**src/sfr_pkg.sv**
```systemverilog
// constants for the serial flash read and address-mode command engine
package sfr_pkg;

  // ---------------------------------------------------------------------------
  // instruction codes (plain defaults, override per device)
  // ---------------------------------------------------------------------------
  localparam logic [7:0] OP_PLAIN_READ     = 8'h03;
  localparam logic [7:0] OP_FAST_READ      = 8'h0B;
  localparam logic [7:0] OP_DUAL_OUT_READ  = 8'h3B;
  localparam logic [7:0] OP_DUAL_IO_READ   = 8'hBB;
  localparam logic [7:0] OP_QUAD_OUT_READ  = 8'h6B;
  localparam logic [7:0] OP_ENTER_WIDE     = 8'hB7;
  localparam logic [7:0] OP_EXIT_WIDE      = 8'hE9;
  localparam logic [7:0] OP_PARAM_TBL_READ = 8'h5A;
  localparam logic [7:0] OP_SIGNATURE_READ = 8'hAB;
  localparam logic [7:0] OP_MAKER_ID_READ  = 8'h90;

  // ---------------------------------------------------------------------------
  // configuration register field positions
  // ---------------------------------------------------------------------------
  localparam int CFG_WIDE_ADDR_POS = 5;
  localparam int CFG_DUMMY_LO_POS  = 6;
  localparam int CFG_DUMMY_HI_POS  = 7;

  // ---------------------------------------------------------------------------
  // phase lengths
  // ---------------------------------------------------------------------------
  localparam logic [5:0] ADDR_BITS_NARROW = 6'h18;
  localparam logic [5:0] ADDR_BITS_WIDE   = 6'h20;
  localparam logic [3:0] DUMMY_NONE       = 4'h0;
  localparam logic [3:0] DUMMY_4          = 4'h4;
  localparam logic [3:0] DUMMY_6          = 4'h6;
  localparam logic [3:0] DUMMY_8          = 4'h8;
  localparam logic [3:0] DUMMY_10         = 4'hA;
  localparam logic [3:0] BYTE_BITS        = 4'h8;
  localparam logic [2:0] LANES_1          = 3'h1;
  localparam logic [2:0] LANES_2          = 3'h2;
  localparam logic [2:0] LANES_4          = 3'h4;

  // ---------------------------------------------------------------------------
  // array and buffer shape
  // ---------------------------------------------------------------------------
  localparam int ARRAY_ADDR_W = 26;
  localparam int FIFO_WIDTH   = 8;
  localparam int FIFO_DEPTH   = 32;

endpackage : sfr_pkg

```
**src/sfr_read_engine.sv**
```systemverilog
// serial flash command engine: address mode and single/dual/quad reads
// Function
// - after reset, address-bearing instructions use 24-bit addresses
// - enter-wide-address sets configuration bit5 and selects 32-bit addresses
// - wide mode ends only by exit instruction, reset or power-off
// - exit-wide-address clears bit5 and restores 24-bit addressing
// - wide mode changes only address width; id and parameter reads stay 24-bit
// - plain read samples address on rising edges, shifts data on falling
// - address increments after each byte, wraps to zero past the top
// - plain read: address on input line, no dummy, data until deselect
// - fast read: address on one line, 8 dummy clocks default, data falling
// - fast, dual and quad reads are rejected while a write cycle runs
// - dual-output read: one-line address, 8 dummies default, two bits per edge
// - dual-I/O read: two-line address, 4 dummies default, two-bit data
// - quad-output read: one-line address, 8 dummies default, four bits per edge
// - configuration bits 6 and 7 select the dummy clock count
// - in 24-bit mode the extended-address bit reaches the upper array
`timescale 1ns/1ps
module sfr_read_engine
  import sfr_pkg::*;
#(
  parameter int ADDR_W = ARRAY_ADDR_W,
  parameter int DEPTH  = FIFO_DEPTH
) (
  // system
  input  wire logic              clk_sys_in,
  input  wire logic              reset_in,
  // serial pins
  input  wire logic              cs_n_in,
  input  wire logic              sclk_in,
  input  wire logic [3:0]        data_line_in,
  output logic      [3:0]        data_line_out,
  output logic      [3:0]        data_line_oe_out,
  // status and configuration bits
  input  wire logic              busy_in,
  input  wire logic              quad_enable_bit_in,
  input  wire logic              dummy_count_bit_lo_in,
  input  wire logic              dummy_count_bit_hi_in,
  input  wire logic              extended_address_bit_in,
  output logic                   wide_address_flag_out,
  // flash array port
  output logic                   arr_req_out,
  output logic      [ADDR_W-1:0] arr_addr_out,
  input  wire logic [7:0]        arr_data_in,
  input  wire logic              arr_valid_in,
  output logic                   arr_ready_out
);

  // ---------------------------------------------------------------------------
  // state
  // ---------------------------------------------------------------------------
  typedef enum logic [2:0] {
    ST_IDLE,
    ST_CMD,
    ST_ADDR,
    ST_DUMMY,
    ST_DATA,
    ST_SKIP
  } sfr_phase_t;

  typedef struct packed {
    logic              cs_m;
    logic              cs_s;
    logic              sclk_m;
    logic              sclk_s;
    logic              sclk_p;
    logic [3:0]        din_m;
    logic [3:0]        din_s;
    sfr_phase_t        st;
    logic [7:0]        op;
    logic [5:0]        cnt;
    logic [5:0]        alen;
    logic [3:0]        dlen;
    logic [2:0]        alanes;
    logic [2:0]        olanes;
    logic              nodata;
    logic [31:0]       addr;
    logic              wide;
    logic [ADDR_W-1:0] fa;
    logic              fetching;
    logic              pending;
    logic              req;
    logic [ADDR_W-1:0] raddr;
    logic              rdy;
    logic [7:0]        sh;
    logic [3:0]        bl;
    logic [3:0]        dout;
    logic [3:0]        oe;
  } sfr_state_t;

  sfr_state_t q;
  sfr_state_t d;

  logic       rise;
  logic       fall;
  logic       fifo_in_ready;
  logic       fifo_out_valid;
  logic       fifo_pop;
  logic [7:0] fifo_data;
  logic [1:0] dc;

  // ---------------------------------------------------------------------------
  // helpers
  // ---------------------------------------------------------------------------
  // dummy count: one shared table; dual-I/O differs only at setting 0 (4 instead of 8)
  function automatic logic [3:0] dummy_cycles(input logic dual_io, input logic [1:0] sel);
    logic [3:0] r;
    r = DUMMY_8;
    case (sel)
      2'h0:    r = dual_io ? DUMMY_4 : DUMMY_8;
      2'h1:    r = DUMMY_6;
      2'h2:    r = DUMMY_8;
      default: r = DUMMY_10;
    endcase
    return r;
  endfunction : dummy_cycles

  // top bits of a byte placed on the lines used for the width
  function automatic logic [3:0] lane_bits(input logic [7:0] b, input logic [2:0] lanes);
    logic [3:0] r;
    r = 4'h0;
    case (lanes)
      LANES_1: r = {2'h0, b[7], 1'b0};
      LANES_2: r = {2'h0, b[7:6]};
      default: r = b[7:4];
    endcase
    return r;
  endfunction : lane_bits

  function automatic logic [3:0] lane_oe(input logic [2:0] lanes);
    logic [3:0] r;
    r = 4'hF;
    case (lanes)
      LANES_1: r = 4'h2;
      LANES_2: r = 4'h3;
      default: r = 4'hF;
    endcase
    return r;
  endfunction : lane_oe

  assign dc   = {dummy_count_bit_hi_in, dummy_count_bit_lo_in};
  assign rise = q.sclk_s && !q.sclk_p;
  assign fall = !q.sclk_s && q.sclk_p;
  // a byte is taken only when the shifter has run dry on a falling edge
  assign fifo_pop = (q.st == ST_DATA) && fall && (q.bl == 4'h0) && fifo_out_valid;

  // ---------------------------------------------------------------------------
  // read-data buffer
  // ---------------------------------------------------------------------------
  sfr_fifo #(
    .WIDTH (FIFO_WIDTH),
    .DEPTH (DEPTH)
  ) u_fifo (
    .clk_sys_in    (clk_sys_in),
    .reset_in      (reset_in),
    .flush_in      (!q.cs_s),
    .in_valid_in   (arr_valid_in && q.fetching),
    .in_ready_out  (fifo_in_ready),
    .in_data_in    (arr_data_in),
    .out_valid_out (fifo_out_valid),
    .out_ready_in  (fifo_pop),
    .out_data_out  (fifo_data)
  );

  // ---------------------------------------------------------------------------
  // next state
  // ---------------------------------------------------------------------------
  always_comb begin
    logic [5:0]  n;
    logic [31:0] a;
    logic [31:0] full;
    logic [7:0]  b;
    n    = '0;
    a    = '0;
    full = '0;
    b    = '0;
    d    = q;

    // pins cross into the system clock through two flops each
    d.cs_m   = !cs_n_in;
    d.cs_s   = q.cs_m;
    d.sclk_m = sclk_in;
    d.sclk_s = q.sclk_m;
    d.sclk_p = q.sclk_s;
    d.din_m  = data_line_in;
    d.din_s  = q.din_m;
    d.req    = 1'b0;

    // array fetch: one request in flight, only while the buffer has room
    if (arr_valid_in) begin
      d.pending = 1'b0;
    end
    if (q.fetching && !q.pending && !q.req && fifo_in_ready) begin
      d.req     = 1'b1;
      d.raddr   = q.fa;
      d.pending = 1'b1;
      d.fa      = q.fa + 1'b1;
    end
    d.rdy = d.pending;

    if (!q.cs_s) begin
      // deselect ends any command at once and releases the lines
      d.st       = ST_IDLE;
      d.oe       = 4'h0;
      d.fetching = 1'b0;
    end else begin
      case (q.st)
        ST_IDLE: begin
          d.st  = ST_CMD;
          d.cnt = '0;
          d.op  = '0;
        end
        ST_CMD: begin
          if (rise) begin
            d.op  = {q.op[6:0], q.din_s[0]};
            d.cnt = q.cnt + 1'b1;
            if (q.cnt == 6'd7) begin
              d.cnt    = '0;
              d.st     = ST_ADDR;
              d.alanes = LANES_1;
              d.olanes = LANES_1;
              d.dlen   = DUMMY_NONE;
              d.nodata = 1'b0;
              d.alen   = q.wide ? ADDR_BITS_WIDE : ADDR_BITS_NARROW;
              case (d.op)
                // lone-byte instructions; extra clocks are simply ignored
                OP_ENTER_WIDE: begin
                  d.wide = 1'b1;
                  d.st   = ST_SKIP;
                end
                OP_EXIT_WIDE: begin
                  d.wide = 1'b0;
                  d.st   = ST_SKIP;
                end
                OP_PLAIN_READ: begin
                  d.dlen = DUMMY_NONE;
                end
                OP_FAST_READ: begin
                  d.dlen = dummy_cycles(1'b0, dc);
                  if (busy_in) d.st = ST_SKIP;
                end
                OP_DUAL_OUT_READ: begin
                  d.dlen   = dummy_cycles(1'b0, dc);
                  d.olanes = LANES_2;
                  if (busy_in) d.st = ST_SKIP;
                end
                OP_DUAL_IO_READ: begin
                  d.dlen   = dummy_cycles(1'b1, dc);
                  d.alanes = LANES_2;
                  d.olanes = LANES_2;
                  if (busy_in) d.st = ST_SKIP;
                end
                OP_QUAD_OUT_READ: begin
                  d.dlen   = dummy_cycles(1'b0, dc);
                  d.olanes = LANES_4;
                  // without quad enable the upper lines are not ours to drive
                  if (busy_in || !quad_enable_bit_in) d.st = ST_SKIP;
                end
                OP_PARAM_TBL_READ, OP_SIGNATURE_READ, OP_MAKER_ID_READ: begin
                  // served elsewhere; only the address is absorbed here
                  d.alen   = ADDR_BITS_NARROW;
                  d.nodata = 1'b1;
                end
                default: begin
                  d.st = ST_SKIP;
                end
              endcase
            end
          end
        end
        ST_ADDR: begin
          if (rise) begin
            if (q.alanes == LANES_2) begin
              a = {q.addr[29:0], q.din_s[1:0]};
            end else begin
              a = {q.addr[30:0], q.din_s[0]};
            end
            d.addr = a;
            n      = q.cnt + 6'(q.alanes);
            d.cnt  = n;
            if (n >= q.alen) begin
              d.cnt = '0;
              full  = q.wide ? a : {7'h0, extended_address_bit_in, a[23:0]};
              d.fa  = full[ADDR_W-1:0];
              if (q.nodata) begin
                d.st = ST_SKIP;
              end else begin
                d.fetching = 1'b1;
                d.bl       = 4'h0;
                d.st       = (q.dlen == DUMMY_NONE) ? ST_DATA : ST_DUMMY;
              end
            end
          end
        end
        ST_DUMMY: begin
          if (rise) begin
            d.cnt = q.cnt + 1'b1;
            if (q.cnt == 6'(q.dlen - 1'b1)) begin
              d.st = ST_DATA;
            end
          end
        end
        ST_DATA: begin
          if (fall) begin
            d.oe = lane_oe(q.olanes);
            // an empty buffer here shifts out zero bits; array must keep up
            b      = (q.bl == 4'h0 && fifo_out_valid) ? fifo_data : q.sh;
            d.dout = lane_bits(b, q.olanes);
            d.sh   = b << q.olanes;
            d.bl   = (q.bl == 4'h0) ? BYTE_BITS - 4'(q.olanes) : q.bl - 4'(q.olanes);
          end
        end
        ST_SKIP: begin
          d.oe = 4'h0;
        end
        default: begin
          d.st = ST_IDLE;
        end
      endcase
    end
  end

  // ---------------------------------------------------------------------------
  // registers
  // ---------------------------------------------------------------------------
  always_ff @(posedge clk_sys_in or posedge reset_in) begin
    if (reset_in) begin
      q <= '0;
    end else begin
      q <= d;
    end
  end

  // ---------------------------------------------------------------------------
  // outputs
  // ---------------------------------------------------------------------------
  assign data_line_out         = q.dout;
  assign data_line_oe_out      = q.oe;
  assign wide_address_flag_out = q.wide;
  assign arr_req_out           = q.req;
  assign arr_addr_out          = q.raddr;
  assign arr_ready_out         = q.rdy;

endmodule : sfr_read_engine

```
**src/sfr_fifo.sv**
```systemverilog
// read-data fifo between the flash array and the serial shifter
`timescale 1ns/1ps
module sfr_fifo #(
  parameter int WIDTH = 8,
  parameter int DEPTH = 32
) (
  // clock and reset
  input  wire logic             clk_sys_in,
  input  wire logic             reset_in,
  input  wire logic             flush_in,
  // fill side
  input  wire logic             in_valid_in,
  output logic                  in_ready_out,
  input  wire logic [WIDTH-1:0] in_data_in,
  // drain side
  output logic                  out_valid_out,
  input  wire logic             out_ready_in,
  output logic      [WIDTH-1:0] out_data_out
);
  localparam int PW = $clog2(DEPTH);

  typedef struct packed {
    logic [DEPTH-1:0][WIDTH-1:0] mem;
    logic [PW-1:0]               wr;
    logic [PW-1:0]               rd;
    logic [PW:0]                 cnt;
  } sfr_fifo_state_t;

  sfr_fifo_state_t q;
  sfr_fifo_state_t d;
  logic            push;
  logic            pop;

  assign in_ready_out  = (q.cnt != (PW+1)'(DEPTH));
  assign out_valid_out = (q.cnt != '0);
  assign out_data_out  = q.mem[q.rd];
  assign push          = in_valid_in && in_ready_out;
  assign pop           = out_valid_out && out_ready_in;

  // ---------------------------------------------------------------------------
  // pointers and storage
  // ---------------------------------------------------------------------------
  always_comb begin
    d = q;
    if (flush_in) begin
      d.wr  = '0;
      d.rd  = '0;
      d.cnt = '0;
    end else begin
      if (push) begin
        d.mem[q.wr] = in_data_in;
        d.wr        = (q.wr == PW'(DEPTH - 1)) ? '0 : q.wr + 1'b1;
      end
      if (pop) begin
        d.rd = (q.rd == PW'(DEPTH - 1)) ? '0 : q.rd + 1'b1;
      end
      d.cnt = q.cnt + (PW+1)'(push) - (PW+1)'(pop);
    end
  end

  always_ff @(posedge clk_sys_in or posedge reset_in) begin
    if (reset_in) begin
      q <= '0;
    end else begin
      q <= d;
    end
  end

endmodule : sfr_fifo

```
**config.mk**
```make
export PLATFORM = sky130hd
export DESIGN_NAME = sfr_read_engine
export DESIGN_NICKNAME = d
export VERILOG_FILES = /design/src/sfr_pkg.sv /design/src/sfr_read_engine.sv /design/src/sfr_fifo.sv
export SDC_FILE = /design/constraint.sdc
export NUM_CORES = 1
export LEC_CHECK = 0
export ABC_AREA = 1
export BUFFER_PORTS_ARGS = -buffer_cell sky130_fd_sc_hd__clkbuf_2
export CAP_MARGIN = 20
export CORE_AREA = 8 8 220 222
export DETAILED_ROUTE_END_ITERATION = 7
export DIE_AREA = 0 0 228 230
export PLACE_DENSITY = 0.64
export SLEW_MARGIN = 40
export SYNTH_ARGS = -nofsm -noshare
export SYNTH_HDL_FRONTEND = slang
export SYNTH_SLANG_ARGS = --single-unit
```
**constraint.sdc**
```tcl
create_clock -name clk_sys_in -period 38 [get_ports clk_sys_in]
set_input_delay 1.9 -clock clk_sys_in [delete_from_list [all_inputs] [get_ports clk_sys_in]]
set_output_delay 1.9 -clock clk_sys_in [all_outputs]
set_load 0.02 [all_outputs]
```
==> results of run 1 <==
[cell families after synthesis]
group / count (synthesis) / synth area share, %
and+or+nand+nor: 1133 / 23.1
adders and majority gates: 31 / 1.94
DFF: 408 / 48.2
AOI/OAI and AO/OA: 449 / 11.4
xor gates and xnor gates: 28 / 1.16
muxes: 60 / 3.19
buffers and inverters: 533 / 11.0
[power groups by stage]
stage	clock, W	sequential [W]	combinational [W]
3_3_place_gp	0	0.000452	0.0000548
6_report	0.000492	0.000444	0.0000563
4_1_cts	0.000502	0.000444	0.0000564
2_1_floorplan	0	0.000450	0.0000449
5_1_grt	0.000518	0.000445	0.0000630
3_5_place_dp	0	0.000452	0.0000562
[flip-flops by register name, indices dropped and copies added (netlist names), 3 cells and up]
| signal | count |
|---|---|
| u_fifo.q | 272 |
| data_line_oe_out | 3 |
| data_line_out | 4 |
| q | 95 |
| d | 5 |
| arr_addr_out | 26 |
[critical path, cell delays in order, from the launching register on]
cell     delay, ns
dfrtp_4       0.65
buf_4         0.64
buf_4         0.71
nand2_1       0.18
inv_2         0.18
nand2_1       0.09
nand3_1       0.09
nand3_1       0.12
nand3_1       0.18
nand3_1       0.18
nand3_1       0.15
nand3_1       0.11
nand3_1       0.14
a21oi_1       0.09
[metal layers]
metal,track usage [%],routed length (µm)
met5,0,0
met4,5.65,1280
met3,3.51,2920
met2,32.7,24600
met1,26.8,24100
[cell type report]
type                            count  area share, %
Sequential cell                   408           44.1
Multi-Input combinational cell   1701           37.5
Clock buffer                       69           6.08
Inverter                          359           5.90
Tap cell                          600           3.24
Timing Repair Buffer               72           1.89
Clock inverter                     19           1.26
[metrics by stage]
step,worst slack [ns],std cells
after floorplan,24.75,2642
after global placement,33.46,3139
after detailed placement,33.73,3139
after CTS,34.36,3227
after global routing,34.05,3228
final,34.30,3228
[cells in the final DEF, fill, tap and decap left out, types with 3 or more instances in the layout]
cell        Yosys  layout
dfrtp_1       408     406
clkinv_1        5       5
clkbuf_8        0      14
buf_2          65       3
inv_1         337     335
nand3_1       237     237
nor2_2         11      36
bufinv_16       0       7
or2_2           6       6
mux2_2         60      60
fa_1            3       3
o31ai_1         3       3
buf_6          10       3
clkinvlp_4      0       3
clkbuf_2        0      53
clkinv_2        1       8
ha_1           28      28
xor2_1         27      27
o21ai_0       316     316
o211ai_1       38      38
nor3_1         19      19
clkbuf_1       52       8
o21ai_1         9       9
nor2_4          8       8
a21oi_1        48      48
nor4_1          5       5
nor2_1        121      96
o22ai_1        17      17
nand4_1        11      11
nand2_1       695     695
nand2_2         7       7
a31oi_1         6       6
clkbuf_16       0      48
inv_2          15      16
a22o_1          3       3
a211oi_1        4       4
buf_4          44      11
[how the worst max path moves through the flow]
stage,from,end,depth (start not counted)
2_1_floorplan,reset_in,arr_addr_out[0]$_DFFE_PP0P_,1
3_3_place_gp,reset_in,u_fifo.q[68]$_DFFE_PP0P_,4
3_5_place_dp,arr_valid_in,u_fifo.q[135]$_DFFE_PP0P_,8
4_1_cts,arr_valid_in,u_fifo.q[135]$_DFFE_PP0P_,8
5_1_grt,u_fifo.q[6]$_DFFE_PP0P_,q[19]$_DFFE_PP0P_,13
6_report,u_fifo.q[6]$_DFFE_PP0P_,q[19]$_DFFE_PP0P_,13
==> flow_summary.toml, run 1 <==
[place]
dpl_cell_area_mm2 = 0.0214
hpwl_um = 33700
portBuffers = 56
gp_congestion = 0.870

[final_layout]
fin_area_mm2 = 0.0232
multi_input_area_mm2 = 0.00870
fin_util_pct = 51.6
area_growth_pct = 9.44
num-fill-cells = 4269
drive_gt1_share_pct = 11.5
antennaDiodeCount = 0
nets = 2642
regArea_mm2 = 0.0102

[timing]
worstMarginPinSlew_ns = 0.858
clock.fmax_mhz = 270
slew_headroom_pct = 42.8
hold_viol = 0
rsz0062_at_grt = "false"
period_share_pct = 9.74
slew_violations = 0
finalCriticalPeriod_ns = 3.70
finalSetupViolations = 0
whs_ns = 0.345
fin_setup_tns_ns = 0
skew_ns = 0.0163

[critical_path]
worst-setup-path-type = "flip-flop to flip-flop"
worst_r2r_path_depth = 13
cp.arrival_ns = 4.15
cp-end-kind = "flip-flop"
crit-reg2reg-launch = "u_fifo.q[6]$_DFFE_PP0P_"
r2r_slack_ns = 34.30
cp-start-kind = "flip-flop"
cp.required_ns = 38.45
worst-path-max-fanout = 67
reg2reg_to = "q[19]$_DFFE_PP0P_"

[drt]
vias_per_cell = 5.26
drcViolationCount = 0
ant_nets = 0
routedWlPerCell_um = 16.4
drt_iter0_markers = 1252
drt-total-wl_um = 52800
firstDrtPassIters = 6
num_vias = 17000

[cts]
clockRootBuffer = "clkbuf_16"
cts.sinks = 408
path_clk_slew_ns = 0.06
hold_buffers = 0
clockBufferDepth = 3
clk_latency_ns = 0.58
cts.repair.resized = 0
cts_setup_buffers = 0
cts_htree_levels = 2
cts_tree = "built"
cts_made_buffers = 47

[synthesis]
synth_cell_types = 47
postSynth.asyncResetShare_pct = 100
synth_top_cell_by_area = "dfrtp_1"
yosysSeqAreaShare_pct = 48.2
synthesis.area_mm2 = 0.0212
syn_inst = 2642
synth-edff-count = 0
yosysTopAreaCellShare_pct = 48.2
synth_fp_nets = 2695
yosysMostFrequentCell = "nand2_1"
ys_seq_elements = 408
yosys-top-cells-area = "dfrtp_1, nand2_1, o21ai_0"
yosysWarningCount = 0
synth_ff_type = "dfrtp_1"
avgSynthCellArea_um2 = 8.01
netlist_top_cells_count = "nand2_1, dfrtp_1, inv_1, o21ai_0, nand3_1"

[power]
p_comb_share_pct = 5.7
p_int_w = 0.000757
p_leak_nw = 11.0
finalPower_w = 0.000992
seqPwrFrac_pct = 44.8
max-vdd-ir-drop_uv = 31.5
switching_share_pct = 23.7
p_sw_w = 0.000235
pwr_density_cell_mw_per_mm2 = 42.8
clock_power_share_pct = 49.5

[run]
drv_cap = 0

[hold_path]
min_to = "q[154]$_DFF_PP0_"
min_path_type = "flip-flop to flip-flop"
hp-start = "d[154]$_DFF_PP0_"
hold_depth = 0

[floorplanning]
core_mm2 = 0.0449
fp-row-count = 78
fp.dieW_um = 228
io_pins = 59
die_h_um = 230
start_util_pct = 47.2
die_area_mm2 = 0.0524

[outcome]
status = "finished clean"

[global_routing]
grt-ovfl-total = 0
grt_usage_pct = 19.9
antenna_found_initial = 0
grt_pass1_wl_um = 86800
grt_max_degree = 133
grt_pass1_vias = 16500
Note: power is estimated with default switching activity, not from simulation.
==> inputs of run 2 (changes only) <==
- clock period: 38 -> 3.69 ns (I/O delays scaled with it)
==> run 2 against run 1 <==
Compared with the run above: sequential share of layout area is 0.36 points lower; combinational power grew to 11 times the previous value; die area stayed put; sequential cell count stayed put; via count is 1.7% higher; sequential power grew to 10 times the previous value; largest cell class unchanged; largest power group is now registers.
==> flow_summary.toml, run 2 (synthesis results as in run 1) <==
[outcome]
status = "finished clean"

[final_layout]
nets = 2688
regMostFlops = "u_fifo.q"
area_growth_pct = 10.3
drive_gt1_share_pct = 11.4
regArea_mm2 = 0.0102
multi_input_area_mm2 = 0.00864
layout_common_cells = "nand2_1, dfrtp_1, inv_1"
antennaDiodeCount = 0
num-fill-cells = 4225
largest_register_ffs = 272
layout_commonest_cell = "nand2_1"

[cts]
cts_made_buffers = 45
path_clk_slew_ns = 0.06
clockRootBuffer = "clkbuf_16"
cts_tree = "built"
cts_htree_levels = 2
cts.sinks = 408
clk_latency_ns = 0.58
clockBufferDepth = 3
cts_setup_buffers = 0

[timing]
hold_viol = 0
rsz0062_at_grt = "false"
whs_ns = 0.0384
finalCriticalPeriod_ns = 3.18
clock.fmax_mhz = 315
slew_violations = 0
worstMarginPinSlew_ns = 0.856
period_share_pct = 86.1
skew_ns = 0.0259
slew_headroom_pct = 43.0
finalSetupViolations = 0

[drt]
vias_per_cell = 5.28
drt-total-wl_um = 54300
drt_iter0_markers = 1418
firstDrtPassIters = 5
ant_nets = 0
drcViolationCount = 0
num_vias = 17300
routedWlPerCell_um = 16.6

[critical_path]
worst-path-max-fanout = 27
cp.required_ns = 4.15
cpPeakStageDelay_ns = 0.43
critPathMostFrequentCell = "inv_2"
crit-reg2reg-launch = "q[126]$_DFFE_PP0P_"
path_cells = "ha_1, fa_1, nand3_1, xor2_1, ha_1, nand2_1, nor2_1, a211oi_1, nand2_1, inv_2, nor2_4, inv_2, nor2_8, inv_2, o211ai_1, o31ai_1, inv_1"
worst_r2r_path_depth = 17
cp-start-kind = "flip-flop"
cp.arrival_ns = 3.63
worst-setup-path-type = "flip-flop to flip-flop"
cpMaxStageDelayCell = "dfrtp_1"
reg2reg_to = "q[71]$_DFF_PP0_"
cp-end-kind = "flip-flop"
r2r_slack_ns = 0.51

[floorplanning]
fp.dieW_um = 228
core_mm2 = 0.0449
io_pins = 59
die_area_mm2 = 0.0524
die_h_um = 230
start_util_pct = 47.2
fp-row-count = 78

[power]
p_leak_nw = 11.2
max-vdd-ir-drop_uv = 360
finalPower_w = 0.00964
pwr_density_cell_mw_per_mm2 = 413

[hold_path]
min_path_type = "input pin to async pin"

[global_routing]
grt_max_degree = 122
grt_pass1_wl_um = 89200
antenna_found_initial = 0
grt_usage_pct = 20.5
grt-ovfl-total = 0
grt_pass1_vias = 17000

[place]
portBuffers = 56
gp_congestion = 0.895
hpwl_um = 35300

[run]
drv_cap = 0
-- run 2: routing by layer --
| layer | track usage (%) | routed length (µm) |
|---|---|---|
| met5 | 0 | 0 |
| met4 | 8.14 | 1800 |
| met3 | 2.63 | 2880 |
| met2 | 33.7 | 25300 |
| met1 | 27.2 | 24300 |
-- run 2: layout make-up --
type | instances | share of cell area, %
multi-input cells | 1701 | 37.0
flip-flops and latches | 408 | 43.7
inverters | 359 | 5.80
clock buffers | 69 | 5.90
well taps | 600 | 3.21
repair buffers | 120 | 4.02
clock inverters | 9 | 0.359
-- run 2: worst max path at each step --
| stage | from | end | slack (ns) | cells past startpoint |
|---|---|---|---|---|
| 2_1_floorplan | reset_in | arr_addr_out[0]$_DFFE_PP0P_ | -1.99 | 1 |
| 3_3_place_gp | q[114]$_DFFE_PP0P_ | q[71]$_DFF_PP0_ | 0.56 | 18 |
| 3_5_place_dp | q[126]$_DFFE_PP0P_ | q[71]$_DFF_PP0_ | 0.53 | 17 |
| 4_1_cts | q[126]$_DFFE_PP0P_ | q[71]$_DFF_PP0_ | 0.53 | 17 |
| 5_1_grt | q[114]$_DFFE_PP0P_ | q[71]$_DFF_PP0_ | 0.22 | 18 |
| 6_report | q[126]$_DFFE_PP0P_ | q[71]$_DFF_PP0_ | 0.51 | 17 |
-- run 2: metrics by stage --
stage	instances	area (µm²)	utilization [%]	setup slack, ns	TNS, ns
after global placement	3176	21700	48.4	0.557	0
after CTS	3266	23400	52.0	0.525	0
after detailed placement	3178	21800	48.6	0.532	0
final	3266	23400	52.0	0.511	0
after floorplan	2642	21200	-	-1.99	-812.80
after global routing	3266	23400	52.0	0.218	0
-- run 2: timing repair --
item                      4_1_cts  5_1_grt
hold buffers                   10        0
gates resized for setup         0        0
hold endpoints to repair       95        0
-- run 2: report_power, final --
group          switching (W)  total [W]  internal (W)
Sequential         0.0000597    0.00458       0.00452
Combinational       0.000456   0.000624      0.000168
Clock                0.00181    0.00444       0.00263
Total                0.00233    0.00964       0.00731
-- run 2: worst max-delay path: cells and delay by family (launching register included) --
| kind | cells | cell delay [ns] |
|---|---|---|
| AO/OA/AOI/OAI | 3 | 0.42 |
| XOR/XNOR | 1 | 0.22 |
| adder cells (fa/ha/maj) | 3 | 0.93 |
| buffers and inverters | 4 | 0.56 |
| flip-flops | 1 | 0.43 |
| AND/OR/NAND/NOR | 6 | 0.51 |
